[config.mk]
export PLATFORM = sky130hd
export DESIGN_NAME = pcr_top
export DESIGN_NICKNAME = d
export VERILOG_FILES = /design/src/core/pcr_pkg.sv /design/src/core/pcr_top.sv /design/src/core/pcr_pll_ref.sv /design/src/core/pcr_frame_gen.sv
export SDC_FILE = /design/constraint.sdc
export NUM_CORES = 1
export LEC_CHECK = 0
export ABC_CLOCK_PERIOD_IN_PS = 3500
export CORE_ASPECT_RATIO = 1.4
export CORE_UTILIZATION = 45
export CTS_BUF_LIST = sky130_fd_sc_hd__clkbuf_2 sky130_fd_sc_hd__clkbuf_4 sky130_fd_sc_hd__clkbuf_8
export CTS_CLUSTER_DIAMETER = 80
export DETAILED_ROUTE_END_ITERATION = 12
export DONT_BUFFER_PORTS = 1
export SLEW_MARGIN = 20
export SYNTH_ARGS = -nofsm -noshare
export SYNTH_HDL_FRONTEND = slang
export SYNTH_SLANG_ARGS = --single-unit
[constraint.sdc]
create_clock -name ref_clk -period 3.5 [get_ports ref_clk]
set_clock_uncertainty 0.1 [all_clocks]
set_input_delay 0.7 -clock ref_clk [delete_from_list [all_inputs] [get_ports ref_clk]]
set_output_delay 0.7 -clock ref_clk [all_outputs]
set_load 0.02 [all_outputs]
[src/core/pcr_pkg.sv]
/*
  Shared constants, types and helpers for the PLL and clock routing block.
  Assumes every clock source is presented as a level that is sampled on ref_clk.
*/
package pcr_pkg;
  // ----------------------------------------------------------------
  // register map
  // ----------------------------------------------------------------
  localparam int unsigned REG_W = 9;
  localparam int unsigned ADDR_W = 8;
  localparam logic [ADDR_W-1:0] OFF_FIRST_PLL = 8'h03;
  localparam logic [ADDR_W-1:0] OFF_FRAC_LOW = 8'h04;
  localparam logic [ADDR_W-1:0] OFF_FRAC_MID = 8'h05;
  localparam logic [ADDR_W-1:0] OFF_FRAC_HIGH_INT = 8'h06;
  localparam logic [ADDR_W-1:0] OFF_DIV_PINS = 8'h07;
  localparam logic [ADDR_W-1:0] OFF_CONV_SEL = 8'h08;
  localparam logic [ADDR_W-1:0] OFF_RX_PORT = 8'h09;
  localparam logic [ADDR_W-1:0] OFF_TX_PORT = 8'h0A;
  localparam logic [ADDR_W-1:0] OFF_MODE = 8'h20;
  localparam logic [ADDR_W-1:0] OFF_STATUS = 8'h21;
  localparam int unsigned CFG_LO = 3;
  localparam int unsigned CFG_HI = 10;
  // reset values, indexed by offset minus CFG_LO
  localparam logic [7:0][REG_W-1:0] CFG_RESET = {
    9'h002, 9'h002, 9'h010, 9'h190, 9'h07D, 9'h17E, 9'h121, 9'h010};
  // ----------------------------------------------------------------
  // field positions
  // ----------------------------------------------------------------
  localparam int unsigned F_PRE = 0;
  localparam int unsigned F_POST = 1;
  localparam int unsigned F_DIV = 3;
  localparam int unsigned F_MPIN = 5;
  localparam int unsigned F_AUX = 7;
  localparam int unsigned F_DAC = 0;
  localparam int unsigned F_ADC = 2;
  localparam int unsigned F_TX = 4;
  localparam int unsigned F_OVR = 6;
  localparam int unsigned F_INT = 4;
  localparam int unsigned FRAC_W = 22;
  // ----------------------------------------------------------------
  // codes
  // ----------------------------------------------------------------
  localparam logic [1:0] SEL_OFF = 2'h0;
  localparam logic [1:0] SEL_PLL_A = 2'h1;
  localparam logic [1:0] SEL_PLL_B = 2'h2;
  localparam logic [1:0] SEL_OSC = 2'h3;
  localparam logic [1:0] AUTO_DIV = 2'h2;
  localparam logic [1:0] AUTO_DAC = 2'h0;
  localparam logic [1:0] AUTO_ADC = 2'h0;
  localparam logic [1:0] AUTO_TX = 2'h1;
  localparam logic [1:0] AUTO_PORT = 2'h0;
  localparam logic [1:0] BITS_SYS = 2'h3;

  typedef struct packed {
    logic [FRAC_W-1:0] fraction;
    logic [3:0] integer_part;
    logic first_in_halve;
    logic second_in_halve;
    logic first_out_halve;
    logic second_out_halve;
    logic [1:0] first_div;
    logic [1:0] second_div;
  } pcr_pll_cfg_s;

  // matches register bits 7:0 of either primary port register
  typedef struct packed {
    logic [1:0] src;
    logic master;
    logic [1:0] bits;
    logic [2:0] rate;
  } pcr_port_cfg_s;

  typedef struct packed {
    logic bit_clk;
    logic frame_clk;
    logic drive;
  } pcr_port_clk_s;

  // source clocks per frame; zero marks the unused code
  function automatic logic [10:0] frame_div(logic [2:0] rate);
    case (rate)
      3'h0: return 11'h080;
      3'h1: return 11'h0C0;
      3'h2: return 11'h100;
      3'h3: return 11'h180;
      3'h4: return 11'h200;
      3'h5: return 11'h300;
      3'h6: return 11'h480;
      default: return 11'h000;
    endcase
  endfunction : frame_div

  // twice the bit clocks per frame, i.e. bit clock edges per frame
  function automatic logic [7:0] bit_edges(logic [1:0] bits);
    case (bits)
      2'h0: return 8'h80;
      2'h1: return 8'h40;
      2'h2: return 8'h20;
      default: return 8'h00;
    endcase
  endfunction : bit_edges

  function automatic logic src_mux(logic [1:0] code, logic c0, logic c1, logic c2,
                                   logic c3);
    case (code)
      2'h0: return c0;
      2'h1: return c1;
      2'h2: return c2;
      default: return c3;
    endcase
  endfunction : src_mux
endpackage : pcr_pkg

[src/core/pcr_top.sv]
/*
  PLL settings and clock routing registers with primary port clock generation.
  Assumes all clock sources are sampled levels and a single-cycle register port.
*/
// Notes on behaviour
// - second PLL fraction joins three registers
// - input halver divides oscillator by two
// - receive mode ignores second output halver
// - receive mode automates first divider
// - user mode divides by divider and halver
// - master pin input or driven source
// - auxiliary pin tristate or driven source
// - converter clock source select codes
// - override bit enables programmed selects
// - frame rate code picks divide ratio
// - bit rate code picks bits per frame
// - receiver master enable bit
// - receiver master clock source field
// - transmitter master enable bit
`timescale 1ns/1ps
module pcr_top import pcr_pkg::*; (
  // clock and reset
  input wire logic ref_clk,
  input wire logic reset_n,
  // register port
  input wire logic [ADDR_W-1:0] reg_addr,
  input wire logic [REG_W-1:0] reg_wdata,
  input wire logic reg_wr,
  input wire logic reg_rd,
  output logic [REG_W-1:0] reg_rdata,
  // clock sources
  input wire logic oscillator_clock,
  input wire logic first_pll_output_clock,
  input wire logic second_pll_output_clock,
  input wire logic adc_master_clock_pin,
  // master clock pin
  input wire logic master_pin_in,
  output logic master_pin_out,
  output logic master_pin_oe,
  // auxiliary clock pin
  output logic aux_clock_output_pin,
  output logic aux_clock_output_oe,
  // PLL settings
  output pcr_pll_cfg_s pll_cfg,
  output logic first_pll_ref,
  output logic second_pll_ref,
  // converter clocks
  output logic dac_clk,
  output logic adc_clk,
  output logic spdif_tx_clk,
  // primary audio port clocks
  output pcr_port_clk_s rx_port_clk,
  output pcr_port_clk_s tx_port_clk
);
  // ----------------------------------------------------------------
  // register file
  // ----------------------------------------------------------------
  logic [REG_W-1:0] cfg_r [CFG_LO:CFG_HI];
  logic mode_r;
  logic [REG_W-1:0] status;

  function automatic logic is_cfg(logic [ADDR_W-1:0] a);
    return (a >= OFF_FIRST_PLL) && (a <= OFF_TX_PORT);
  endfunction : is_cfg

  always_ff @(posedge ref_clk or negedge reset_n) begin
    if (!reset_n) begin
      for (int i = CFG_LO; i <= CFG_HI; i++) begin
        cfg_r[i] <= CFG_RESET[i-CFG_LO];
      end
    end else if (reg_wr && is_cfg(reg_addr)) begin
      cfg_r[reg_addr[3:0]] <= reg_wdata;
    end
  end

  // receive-mode flag: set while the S/PDIF receiver owns the PLLs
  always_ff @(posedge ref_clk or negedge reset_n) begin
    if (!reset_n) begin
      mode_r <= 1'b0;
    end else if (reg_wr && reg_addr == OFF_MODE) begin
      mode_r <= reg_wdata[0];
    end
  end

  assign status = {5'h00, tx_port_clk.drive, rx_port_clk.drive, master_pin_oe,
                   aux_clock_output_oe};

  // read data stands for one cycle only, zero otherwise and for holes in the map
  always_ff @(posedge ref_clk or negedge reset_n) begin
    if (!reset_n) begin
      reg_rdata <= '0;
    end else if (!reg_rd) begin
      reg_rdata <= '0;
    end else if (is_cfg(reg_addr)) begin
      reg_rdata <= cfg_r[reg_addr[3:0]];
    end else if (reg_addr == OFF_MODE) begin
      reg_rdata <= {8'h00, mode_r};
    end else if (reg_addr == OFF_STATUS) begin
      reg_rdata <= status;
    end else begin
      reg_rdata <= '0;
    end
  end

  // ----------------------------------------------------------------
  // PLL settings
  // ----------------------------------------------------------------
  logic [FRAC_W-1:0] fraction;
  logic [REG_W-1:0] pll_a;
  logic [REG_W-1:0] pll_b;

  assign pll_a = cfg_r[OFF_FIRST_PLL[3:0]];
  assign pll_b = cfg_r[OFF_DIV_PINS[3:0]];
  assign fraction = {cfg_r[OFF_FRAC_HIGH_INT[3:0]][3:0], cfg_r[OFF_FRAC_MID[3:0]],
                     cfg_r[OFF_FRAC_LOW[3:0]]};

  always_ff @(posedge ref_clk or negedge reset_n) begin
    if (!reset_n) begin
      pll_cfg <= '0;
    end else begin
      pll_cfg.fraction <= fraction;
      pll_cfg.integer_part <= cfg_r[OFF_FRAC_HIGH_INT[3:0]][F_INT+:4];
      pll_cfg.first_in_halve <= pll_a[F_PRE];
      pll_cfg.second_in_halve <= pll_b[F_PRE];
      // in user mode each PLL divides by its divider and halver together
      pll_cfg.first_out_halve <= pll_a[F_POST];
      pll_cfg.second_out_halve <= mode_r ? 1'b0 : pll_b[F_POST];
      pll_cfg.first_div <= mode_r ? AUTO_DIV : pll_a[F_DIV+:2];
      pll_cfg.second_div <= mode_r ? 2'h0 : pll_b[F_DIV+:2];
    end
  end

  pcr_pll_ref u_ref_a (
    .ref_clk(ref_clk),
    .reset_n(reset_n),
    .osc_level(oscillator_clock),
    .halve(pll_a[F_PRE]),
    .ref_out(first_pll_ref)
  );

  pcr_pll_ref u_ref_b (
    .ref_clk(ref_clk),
    .reset_n(reset_n),
    .osc_level(oscillator_clock),
    .halve(pll_b[F_PRE]),
    .ref_out(second_pll_ref)
  );

  // ----------------------------------------------------------------
  // pin routing
  // ----------------------------------------------------------------
  logic [1:0] mpin_sel;
  logic [1:0] aux_sel;
  logic mpin_level;

  assign mpin_sel = pll_b[F_MPIN+:2];
  assign aux_sel = pll_b[F_AUX+:2];
  // while driven, the master pin carries our own output back into the selects
  assign mpin_level = (mpin_sel == SEL_OFF) ? master_pin_in : master_pin_out;

  always_ff @(posedge ref_clk or negedge reset_n) begin
    if (!reset_n) begin
      master_pin_oe <= 1'b0;
      master_pin_out <= 1'b0;
    end else begin
      master_pin_oe <= (mpin_sel != SEL_OFF);
      master_pin_out <= src_mux(mpin_sel, 1'b0, first_pll_output_clock,
                                second_pll_output_clock, oscillator_clock);
    end
  end

  always_ff @(posedge ref_clk or negedge reset_n) begin
    if (!reset_n) begin
      aux_clock_output_oe <= 1'b0;
      aux_clock_output_pin <= 1'b0;
    end else begin
      aux_clock_output_oe <= (aux_sel != SEL_OFF);
      aux_clock_output_pin <= src_mux(aux_sel, 1'b0, first_pll_output_clock,
                                      second_pll_output_clock, oscillator_clock);
    end
  end

  // ----------------------------------------------------------------
  // converter clock selection
  // ----------------------------------------------------------------
  logic [REG_W-1:0] conv;
  logic manual;
  logic [1:0] dac_code;
  logic [1:0] adc_code;
  logic [1:0] tx_code;

  assign conv = cfg_r[OFF_CONV_SEL[3:0]];
  assign manual = conv[F_OVR];
  assign dac_code = manual ? conv[F_DAC+:2] : AUTO_DAC;
  assign adc_code = manual ? conv[F_ADC+:2] : AUTO_ADC;
  assign tx_code = manual ? conv[F_TX+:2] : AUTO_TX;

  always_ff @(posedge ref_clk or negedge reset_n) begin
    if (!reset_n) begin
      dac_clk <= 1'b0;
      adc_clk <= 1'b0;
      spdif_tx_clk <= 1'b0;
    end else begin
      dac_clk <= src_mux(dac_code, mpin_level, first_pll_output_clock,
                         second_pll_output_clock, mpin_level);
      adc_clk <= src_mux(adc_code, adc_master_clock_pin, first_pll_output_clock,
                         second_pll_output_clock, mpin_level);
      spdif_tx_clk <= src_mux(tx_code, adc_master_clock_pin, first_pll_output_clock,
                              second_pll_output_clock, mpin_level);
    end
  end

  // ----------------------------------------------------------------
  // primary audio port clocks
  // ----------------------------------------------------------------
  pcr_port_cfg_s rx_cfg;
  pcr_port_cfg_s tx_cfg;
  logic rx_src;
  logic tx_src;

  always_comb begin
    rx_cfg = pcr_port_cfg_s'(cfg_r[OFF_RX_PORT[3:0]][7:0]);
    tx_cfg = pcr_port_cfg_s'(cfg_r[OFF_TX_PORT[3:0]][7:0]);
    if (!manual) begin
      rx_cfg.src = AUTO_PORT;
      tx_cfg.src = AUTO_PORT;
    end
  end

  // the transmitter reuses the receiver's source encoding in the same bits
  assign rx_src = src_mux(rx_cfg.src, mpin_level, first_pll_output_clock,
                          second_pll_output_clock, mpin_level);
  assign tx_src = src_mux(tx_cfg.src, mpin_level, first_pll_output_clock,
                          second_pll_output_clock, mpin_level);

  pcr_frame_gen u_rx_gen (
    .ref_clk(ref_clk),
    .reset_n(reset_n),
    .cfg(rx_cfg),
    .src_level(rx_src),
    .port_clk(rx_port_clk)
  );

  pcr_frame_gen u_tx_gen (
    .ref_clk(ref_clk),
    .reset_n(reset_n),
    .cfg(tx_cfg),
    .src_level(tx_src),
    .port_clk(tx_port_clk)
  );

  // ----------------------------------------------------------------
  // checks
  // ----------------------------------------------------------------
  frac_join_a: assert property (@(posedge ref_clk) disable iff (!reset_n)
    reg_wr && reg_addr == OFF_FRAC_MID ##1 !(reg_wr && reg_addr == OFF_FRAC_MID)
    |=> pll_cfg.fraction[17:9] == $past(reg_wdata, 2))
    else $error("fraction middle bits not taken from register");

  rx_halver_a: assert property (@(posedge ref_clk) disable iff (!reset_n)
    $past(mode_r) |-> !pll_cfg.second_out_halve && pll_cfg.second_div == 2'h0)
    else $error("second PLL divider used in receive mode");

  auto_div_a: assert property (@(posedge ref_clk) disable iff (!reset_n)
    $past(mode_r) |-> pll_cfg.first_div == AUTO_DIV)
    else $error("first divider not automatic in receive mode");

  user_div_a: assert property (@(posedge ref_clk) disable iff (!reset_n)
    $past(reset_n) && !$past(mode_r) |-> pll_cfg.second_div == $past(pll_b[F_DIV+:2])
      && pll_cfg.second_out_halve == $past(pll_b[F_POST]))
    else $error("user mode division does not follow fields");

  mpin_dir_a: assert property (@(posedge ref_clk) disable iff (!reset_n)
    mpin_sel == SEL_OSC ##1 mpin_sel == SEL_OSC |=> master_pin_oe
      && master_pin_out == $past(oscillator_clock))
    else $error("master pin not driven from oscillator");

  aux_tristate_a: assert property (@(posedge ref_clk) disable iff (!reset_n)
    aux_sel == SEL_OFF |=> !aux_clock_output_oe && !aux_clock_output_pin)
    else $error("auxiliary pin driven while off");

  adc_select_a: assert property (@(posedge ref_clk) disable iff (!reset_n)
    manual && conv[F_ADC+:2] == SEL_PLL_B |=> adc_clk == $past(second_pll_output_clock))
    else $error("adc clock not from second PLL");

  auto_conf_a: assert property (@(posedge ref_clk) disable iff (!reset_n)
    !manual |=> spdif_tx_clk == $past(first_pll_output_clock))
    else $error("auto configuration ignored");

  rx_master_a: assert property (@(posedge ref_clk) disable iff (!reset_n)
    rx_cfg.master && rx_cfg.rate != 3'h7 [*2] |-> rx_port_clk.drive)
    else $error("receiver master mode not driving");

  tx_slave_a: assert property (@(posedge ref_clk) disable iff (!reset_n)
    !tx_cfg.master |=> !tx_port_clk.drive)
    else $error("transmitter slave still drives");

  rx_source_a: assert property (@(posedge ref_clk) disable iff (!reset_n)
    manual && rx_cfg.src == SEL_PLL_A |-> rx_src == first_pll_output_clock)
    else $error("receiver source not first PLL");

  read_once_a: assert property (@(posedge ref_clk) disable iff (!reset_n)
    !reg_rd |=> reg_rdata == '0)
    else $error("read data outside its cycle");

  rx_master_c: cover property (@(posedge ref_clk) disable iff (!reset_n)
    rx_port_clk.drive ##1 $rose(rx_port_clk.frame_clk));
  mode_c: cover property (@(posedge ref_clk) disable iff (!reset_n)
    $rose(mode_r) ##2 pll_cfg.first_div == AUTO_DIV);
  mpin_c: cover property (@(posedge ref_clk) disable iff (!reset_n)
    master_pin_oe && manual && dac_code == SEL_OSC);
endmodule : pcr_top

[src/core/pcr_pll_ref.sv]
/*
  PLL reference pre-scaler: passes the oscillator level or halves it.
  Assumes the oscillator is a sampled level well below half of ref_clk.
*/
`timescale 1ns/1ps
module pcr_pll_ref import pcr_pkg::*; (
  // clock and reset
  input wire logic ref_clk,
  input wire logic reset_n,
  // control
  input wire logic osc_level,
  input wire logic halve,
  // reference out
  output logic ref_out
);
  logic osc_prev_r;

  always_ff @(posedge ref_clk or negedge reset_n) begin
    if (!reset_n) begin
      osc_prev_r <= 1'b0;
    end else begin
      osc_prev_r <= osc_level;
    end
  end

  always_ff @(posedge ref_clk or negedge reset_n) begin
    if (!reset_n) begin
      ref_out <= 1'b0;
    end else if (!halve) begin
      ref_out <= osc_level;
    end else if (osc_level && !osc_prev_r) begin
      ref_out <= !ref_out;
    end
  end

  halved_toggle_a: assert property (@(posedge ref_clk) disable iff (!reset_n)
    halve && $past(halve) && !(osc_level && !osc_prev_r) |=> $stable(ref_out))
    else $error("halved reference moved without an oscillator edge");
endmodule : pcr_pll_ref

[src/core/pcr_frame_gen.sv]
/*
  Master-mode bit clock and frame clock generator for one primary port direction.
  Assumes the selected source is a sampled level with at most one rise per two cycles.
*/
`timescale 1ns/1ps
module pcr_frame_gen import pcr_pkg::*; (
  // clock and reset
  input wire logic ref_clk,
  input wire logic reset_n,
  // configuration and source
  input wire pcr_port_cfg_s cfg,
  input wire logic src_level,
  // generated clocks
  output pcr_port_clk_s port_clk
);
  logic src_prev_r;
  logic [10:0] cnt_r;
  logic [11:0] acc_r;
  logic [10:0] div;
  logic [11:0] acc_sum;
  logic rise;
  logic run;

  assign div = frame_div(cfg.rate);
  assign rise = src_level && !src_prev_r;
  // the unused rate code leaves the clocks parked rather than guessing a ratio
  assign run = cfg.master && (div != 11'h000);
  assign acc_sum = acc_r + {4'h0, bit_edges(cfg.bits)};

  always_ff @(posedge ref_clk or negedge reset_n) begin
    if (!reset_n) begin
      src_prev_r <= 1'b0;
    end else begin
      src_prev_r <= src_level;
    end
  end

  always_ff @(posedge ref_clk or negedge reset_n) begin
    if (!reset_n) begin
      cnt_r <= 11'h000;
      acc_r <= 12'h000;
      port_clk <= '0;
    end else if (!run) begin
      cnt_r <= 11'h000;
      acc_r <= 12'h000;
      port_clk <= '0;
    end else begin
      port_clk.drive <= 1'b1;
      if (cfg.bits == BITS_SYS) begin
        port_clk.bit_clk <= src_level;
      end
      if (rise) begin
        cnt_r <= (cnt_r >= div - 11'h001) ? 11'h000 : cnt_r + 11'h001;
        port_clk.frame_clk <= (cnt_r < {1'b0, div[10:1]});
        if (cfg.bits != BITS_SYS) begin
          // accumulator spreads the bit edges evenly across the frame
          if (acc_sum >= {1'b0, div}) begin
            acc_r <= acc_sum - {1'b0, div};
            port_clk.bit_clk <= !port_clk.bit_clk;
          end else begin
            acc_r <= acc_sum;
          end
        end
      end
    end
  end

  sys_bit_clk_a: assert property (@(posedge ref_clk) disable iff (!reset_n)
    run && cfg.bits == BITS_SYS |=> port_clk.bit_clk == $past(src_level))
    else $error("bit clock does not follow the system clock");
  slave_quiet_a: assert property (@(posedge ref_clk) disable iff (!reset_n)
    !cfg.master |=> !port_clk.drive && !port_clk.bit_clk)
    else $error("slave direction still drives its clocks");
endmodule : pcr_frame_gen

# Word-level counts from Yosys, hierarchy flattened

Cells that the tools add are included.

Reductions and logical operators: 30
Equality and inequality tests: 42
Add/subtract/negate cells: 8
Magnitude comparators: 10
Bitwise operators: 1
Multiplexer cells: 58

Operators with widths:

| kind                                                 | count |
|---|---|
| one-hot mux 11 bit (7 select lines)                  | 2 |
| two-way mux 12 bit                                   | 8 |
| bitwise mux 72 bit                                   | 1 |
| two-way mux 11 bit                                   | 6 |
| one-hot mux 8 bit (3 select lines)                   | 2 |
| two-way mux 9 bit                                    | 5 |
| binary-select mux 9 bit (select 4 bit)               | 1 |
| demux 9 bit (select 4 bit)                           | 1 |
| adder 12 x 8 -> 12 bit                               | 2 |
| >= comparator 12 x 11 -> 1 bit                       | 2 |
| subtractor 12 x 11 -> 12 bit                         | 2 |
| adder 11 x 1 -> 11 bit (second input constant)       | 2 |
| equality test 2 bit (second input constant)          | 11 |
| >= comparator 11 bit                                 | 2 |
| < comparator 11 x 10 -> 1 bit                        | 2 |
| nonzero test 11 bit                                  | 2 |
| subtractor 11 x 1 -> 11 bit (second input constant)  | 2 |
| equality test 2 x 1 -> 1 bit (second input constant) | 9 |
| equality test 3 bit (second input constant)          | 6 |
| two-way mux 2 bit                                    | 9 |
| equality test 8 x 6 -> 1 bit (second input constant) | 2 |
| equality test 3 x 2 -> 1 bit (second input constant) | 4 |
| logical NOT 2 bit                                    | 6 |
| two-way mux 1 bit                                    | 12 |
| 17 further kinds                                     | 48 |

Logic and storage cells: 189
Register bits after elaboration: 180
Input bits: 26
Output and inout bits: 58

# Depth between registers and ports, before layout

Word-level depth: 8
Depth in mapped cells: 14
Mapped depth without buffers: 14

# Hierarchy

Synthesis repeated with hierarchy kept, for this count alone.

Cell total of the unflattened synthesis: 813
Area, all modules: 9069.9 µm²

Modules (own cells, without submodules):

| module                    | area each (µm²) | sequential area each (µm²) | cells an instance | instances |
|---|---|---|---|---|
| pcr_top                   | 5186.2          | 3106.7                     | 372               | 1 |
| pcr_frame_gen at u_tx_gen | 1879.3          | 550.5                      | 213               | 1 |
| pcr_frame_gen at u_rx_gen | 1849.3          | 550.5                      | 216               | 1 |
| pcr_pll_ref               | 77.6            | 50.0                       | 6                 | 2 |

# Worst setup path before layout

Ideal clock, no wire load.

Path kind: register -> register
Start: register cfg_r[1] (netlist name)
End: register u_tx_gen.cnt_r[1]
Buffers on the path: 2
Clock period less this slack: 3.392 ns
Setup time: 0.078 ns
Setup slack: 0.108 ns
Stages on the path, launching flop included: 13
Data required time: 3.322 ns
Data arrival time: 3.214 ns
Cells stage by stage: dfstp_2 -> clkbuf_1 -> nor2b_1 -> xor2_1 -> ha_1 -> xor2_1 -> ha_1 -> nor2b_1 -> o311a_1 -> a211oi_1 -> clkbuf_1 -> nand3_1 -> a21oi_1

Longest elaborated chain between the ends: 7
Elaborated cells between the ends (all ways): 16
Those cells by class: add/sub: 1; order compare: 1; eq/ne: 7; mux: 4; reduce/logical: 3

RTL lines:

| item                                        | RTL line            | source |
|---|---|---|
| from (decl)                                 | pcr_top.sv:58       | `logic [REG_W-1:0] cfg_r [CFG_LO:CFG_HI];` |
| from (signal, indexed assignment)           | pcr_top.sv:69       | `cfg_r[i] <= CFG_RESET[i-CFG_LO];` |
| from (signal, indexed assignment)           | pcr_top.sv:72       | `cfg_r[reg_addr[3:0]] <= reg_wdata;` |
| equality test 3 bit (tied with other cells) | pcr_pkg.sv:81       | `case (rate)` |
| one-hot mux 11 bit (7 select lines) (*)     | pcr_pkg.sv:81       |  |
| subtractor 11 x 1 -> 11 bit                 | pcr_frame_gen.sv:53 | `cnt_r <= (cnt_r >= div - 11'h001) ? 11'h000 : cnt_r + 11'h001;` |
| >= comparator 11 bit                        | pcr_frame_gen.sv:53 |  |
| two-way mux 11 bit                          | pcr_frame_gen.sv:53 |  |
| two-way mux 11 bit                          | pcr_frame_gen.sv:52 | `if (rise) begin` |
| two-way mux 11 bit                          | pcr_frame_gen.sv:43 | `end else if (!run) begin` |
| to (signal assigned)                        | pcr_frame_gen.sv:53 |  |
| to (decl)                                   | pcr_frame_gen.sv:17 | `logic [10:0] cnt_r;` |

Every way passes the cells marked *; elsewhere a longest branch is shown, timed or not. The select of a mux whose other input is x is not followed.
A chain may end at the register's enable or synchronous reset.

# Final worst setup path

Start: register cfg_r[13] (netlist name)
End: register u_rx_gen.acc_r[11]

Longest elaborated chain between the ends: 8
Elaborated cells between the ends (all ways): 14
Those cells by class: add/sub: 2; order compare: 1; eq/ne: 4; mux: 5; reduce/logical: 2

RTL lines:

| item                                                                                  | RTL line                                 | source |
|---|---|---|
| equality test 2 bit (tied with other cells)                                           | pcr_pkg.sv:95                            | `case (bits)` |
| one-hot mux 8 bit (3 select lines)                                                    | pcr_pkg.sv:95                            |  |
| adder 12 x 8 -> 12 bit                                                                | pcr_frame_gen.sv:28                      | `assign acc_sum = acc_r + {4'h0, bit_edges(cfg.bits)};` |
| subtractor 12 x 11 -> 12 bit / >= comparator 12 x 11 -> 1 bit (equally long branches) | pcr_frame_gen.sv:58, pcr_frame_gen.sv:57 |  |
| two-way mux 12 bit                                                                    | pcr_frame_gen.sv:57                      | `if (acc_sum >= {1'b0, div}) begin` |
| two-way mux 12 bit                                                                    | pcr_frame_gen.sv:55                      | `if (cfg.bits != BITS_SYS) begin` |
| two-way mux 12 bit                                                                    | pcr_frame_gen.sv:52                      |  |
| two-way mux 12 bit                                                                    | pcr_frame_gen.sv:43                      |  |
| to (signal assigned)                                                                  | pcr_frame_gen.sv:58                      | `acc_r <= acc_sum - {1'b0, div};` |
| to (signal assigned)                                                                  | pcr_frame_gen.sv:61                      | `acc_r <= acc_sum;` |
| to (decl)                                                                             | pcr_frame_gen.sv:18                      | `logic [11:0] acc_r;` |

Several ways; a longest one is shown, not always the timed one. The select of a mux whose other input is x is not followed.

==> flow_summary.json <==
{
  "fp.dieH_um": 168.8,
  "relSlewSlack_pct": 47.10,
  "portBuffers": 0,
  "synth_cell_types": 66,
  "fmax_ghz": 0.2997,
  "dr_wl_met2_um": 10720,
  "cts.sinks": 170,
  "routed-via-count": 6395,
  "hold_ws_ns": -0.1929,
  "worstRegToRegCells": 12,
  "wire_per_inst_um": 19.16,
  "wl_met3_um": 994,
  "peakVddDrop_v": 0.0002129,
  "drive_gt1_share_pct": 23.49,
  "synthArstFlopShare_pct": 100.0,
  "period_needed_ns": 3.337,
  "root_buffer": "clkbuf_8",
  "grt_usage_pct": 21.70,
  "cp.required_ns": 3.80,
  "syn_area_um2": 8944,
  "wirelength_um": 20900,
  "startpoint_type": "flip-flop",
  "clkLatencyLatePin_ns": 0.46,
  "drt-initial-drc-count": 375,
  "synth_cells": 819,
  "crit_chain": "nor2b_1 -> ha_1 -> fa_2 -> inv_1 -> ha_1 -> fa_2 -> nand2b_1 -> a21oi_2 -> o21ai_1 -> and3b_2 -> or4_1 -> o21ai_1",
  "regArea_um2": 4287,
  "synth_edf_count": 0,
  "cts_inserted_buffers": 17,
  "final_area_um2": 9822,
  "worst_setup_path_end_kind": "flip-flop",
  "power.density_nw_per_um2": 412.7,
  "postRouteAntennaNets": 0,
  "htree_levels": 4,
  "path_clk_slew_ns": 0.12,
  "violations": "negative hold slack",
  "p_leak_nw": 4.547,
  "fin_crit_sh_pct": 95.35,
  "worstHoldPathType": "input pin to asynchronous set/reset pin",
  "grt_max_degree": 171,
  "setup_viol": 0,
  "fin_nets": 906,
  "status": "complete, but fails checks",
  "syn_area_per_cell_um2": 10.92,
  "multiInputGateArea_um2": 4532,
  "synth_top_area_share_pct": 41.13,
  "slowest_stage": "fa_2",
  "rows": 60,
  "crit_type": "flip-flop to flip-flop",
  "place_congestion": 0.8919,
  "cts_tree": "yes",
  "fillers": 1767,
  "crit_path_max_fanout": 5,
  "core_um2": 19370,
  "syn_nets": 895,
  "max_cap_viol_count": 0,
  "dp_hpwl_um": 15040,
  "die_x_um": 121.1,
  "placed_cell_area_um2": 9249,
  "yosysTopAreaCell": "dfrtp_1",
  "clock_path_buffers": 2,
  "ys_ff_latch": 170,
  "first_pass_iters": 5,
  "hold_viol_final": 157,
  "yosysSeqAreaShare_pct": 47.89,
  "place_ws_ns": 0.06092,
  "arrival_ns": 3.64,
  "yosysMostFrequentCell": "dfrtp_1",
  "slew_viol_final": 0,
  "antenna_found_initial": 0,
  "die-area_um2": 20450,
  "max_stage_delay_ns": 0.53,
  "synth.area.top_cells": "dfrtp_1, mux2_2, dfstp_2, ha_1, nand2_1",
  "floorplan.initialDensity_pct": 46.18,
  "grt_pass1_vias": 6682,
  "route.detailed.drc": 0,
  "area_delta_synth_final_pct": 9.821,
  "via_per_inst": 5.862,
  "n_antenna_cell": 0,
  "grt_pass1_wl_um": 34690,
  "fin_ws_ns": 0.1628,
  "yosys_warnings": 0,
  "wl_met1_um": 8681,
  "ys.flop_type": "dfrtp_1",
  "top_layer": "met4",
  "tightestPinTransition_ns": 0.7935,
  "grt-ovfl-total": 0,
  "synth_common_cells": "dfrtp_1, nand2_1, mux2_2",
  "ioPinCount": 84
}
[repair_timing]
item,in CTS,in global routing
setup endpoints to repair,0,21
hold endpoints to repair,170,170
setup buffers,0,6
resized for setup,0,24
[final cells by class]
class	count	share of cell area [%]
Multi-Input combinational cell	597	46.14
Sequential cell	170	43.64
Inverter	22	0.8408
Timing Repair Buffer	22	1.682
Clock buffer	17	2.382
Tap cell	248	3.159
Clock inverter	15	2.153
[state kept, by name, indices dropped and copies added, names as in the netlist, 3 cells and up]
name and cells:
cfg_r 45, pll_cfg 34, u_rx_gen.cnt_r 11, u_tx_gen.cnt_r 11, conv 9, pll_a 9
pll_b 9, reg_rdata 9, u_rx_gen.acc_r 7, u_tx_gen.acc_r 7, u_rx_gen.port_clk 3, u_tx_gen.port_clk 3
[placed cells by master, fill, tap and decap left out, types with 12 or more instances in the layout]
cell        n
nand2_1    75
nor2_1     47
clkbuf_8   17
a21oi_1    41
ha_1       45
mux2i_1    17
o21ai_1    12
mux2_2     75
o21ai_0    36
nor2b_1    13
inv_1      22
dfstp_2    23
nand3_1    31
and3_1     17
dfrtp_1   144
buf_4      22
[path summary, 6_finish.rpt]
check | startpoint | to | slack (ns)
max | cfg_r[13]$_DFFE_PN0P_ | u_rx_gen.acc_r[11]$_DFFE_PN0P_ | 0.16
min | reset_n | pll_cfg[30]$_DFF_PN0_ | -0.19
max reg2reg | cfg_r[13]$_DFFE_PN0P_ | u_rx_gen.acc_r[11]$_DFFE_PN0P_ | 0.16
min reg2reg | cfg_r[45]$_DFFE_PN0P_ | pll_cfg[21]$_DFF_PN0_ | 0.30
max in group asynchronous | reset_n | cfg_r[10]$_DFFE_PN1P_ | 3.24
min in group ref_clk | oscillator_clock | u_ref_b.osc_prev_r$_DFF_PN0_ | 0.15
[worst max-delay path: cells and delay by family (launching register included)]
family	cells	cell delay, ns
flops	1	0.44
buf+inv	1	0.05
compound gates	3	0.38
simple gates	4	1.03
fa+ha+maj	4	1.30
[cells by family (layout without fill, tap and decap cells)]
logic type | count (synthesis) | after routing | share of synthesized area [%]
AND/OR/NAND/NOR | 257 | 257 | 14.59
AO/OA/AOI/OAI | 170 | 170 | 12.40
adder cells (fa/ha/maj) | 50 | 50 | 7.331
XOR/XNOR | 19 | 19 | 1.861
multiplexers | 101 | 101 | 13.61
flip-flops | 170 | 170 | 47.89
buffers and inverters | 52 | 76 | 2.322
[where the power goes]
| group | internal [W] | switching, W | leakage (nW) |
|---|---|---|---|
| registers | 0.00205 | 0.000101 | 2.24 |
| logic | 0.000207 | 0.000211 | 2.09 |
| clock network | 0.000575 | 0.000910 | 0.218 |
| total | 0.00283 | 0.00122 | 4.55 |
[metal layers]
metal / global-route usage [%] / vias to the layer above
met5: 0 / -
met1: 25.67 / 3176
met2: 37.96 / 161
met4: 9.018 / 0
met3: 4.447 / 35
li1: - / 3023
[metrics by stage]
step / utilization [%] / hold slack (ns) / TNS, ns / instances / power (W)
detailed placement: 47.75 / 0.2838 / 0 / 1053 / 0.002580
finish: 50.71 / -0.1929 / 0 / 1091 / 0.004053
global placement: 47.75 / 0.2788 / 0 / 1053 / 0.002567
CTS: 50.05 / -0.2235 / 0 / 1085 / 0.004080
floorplan: - / 0.2638 / 0 / 819 / 0.002488
global route: 50.71 / -0.2404 / -0.02231 / 1091 / 0.004247
Power figures use the tool's default switching activity.
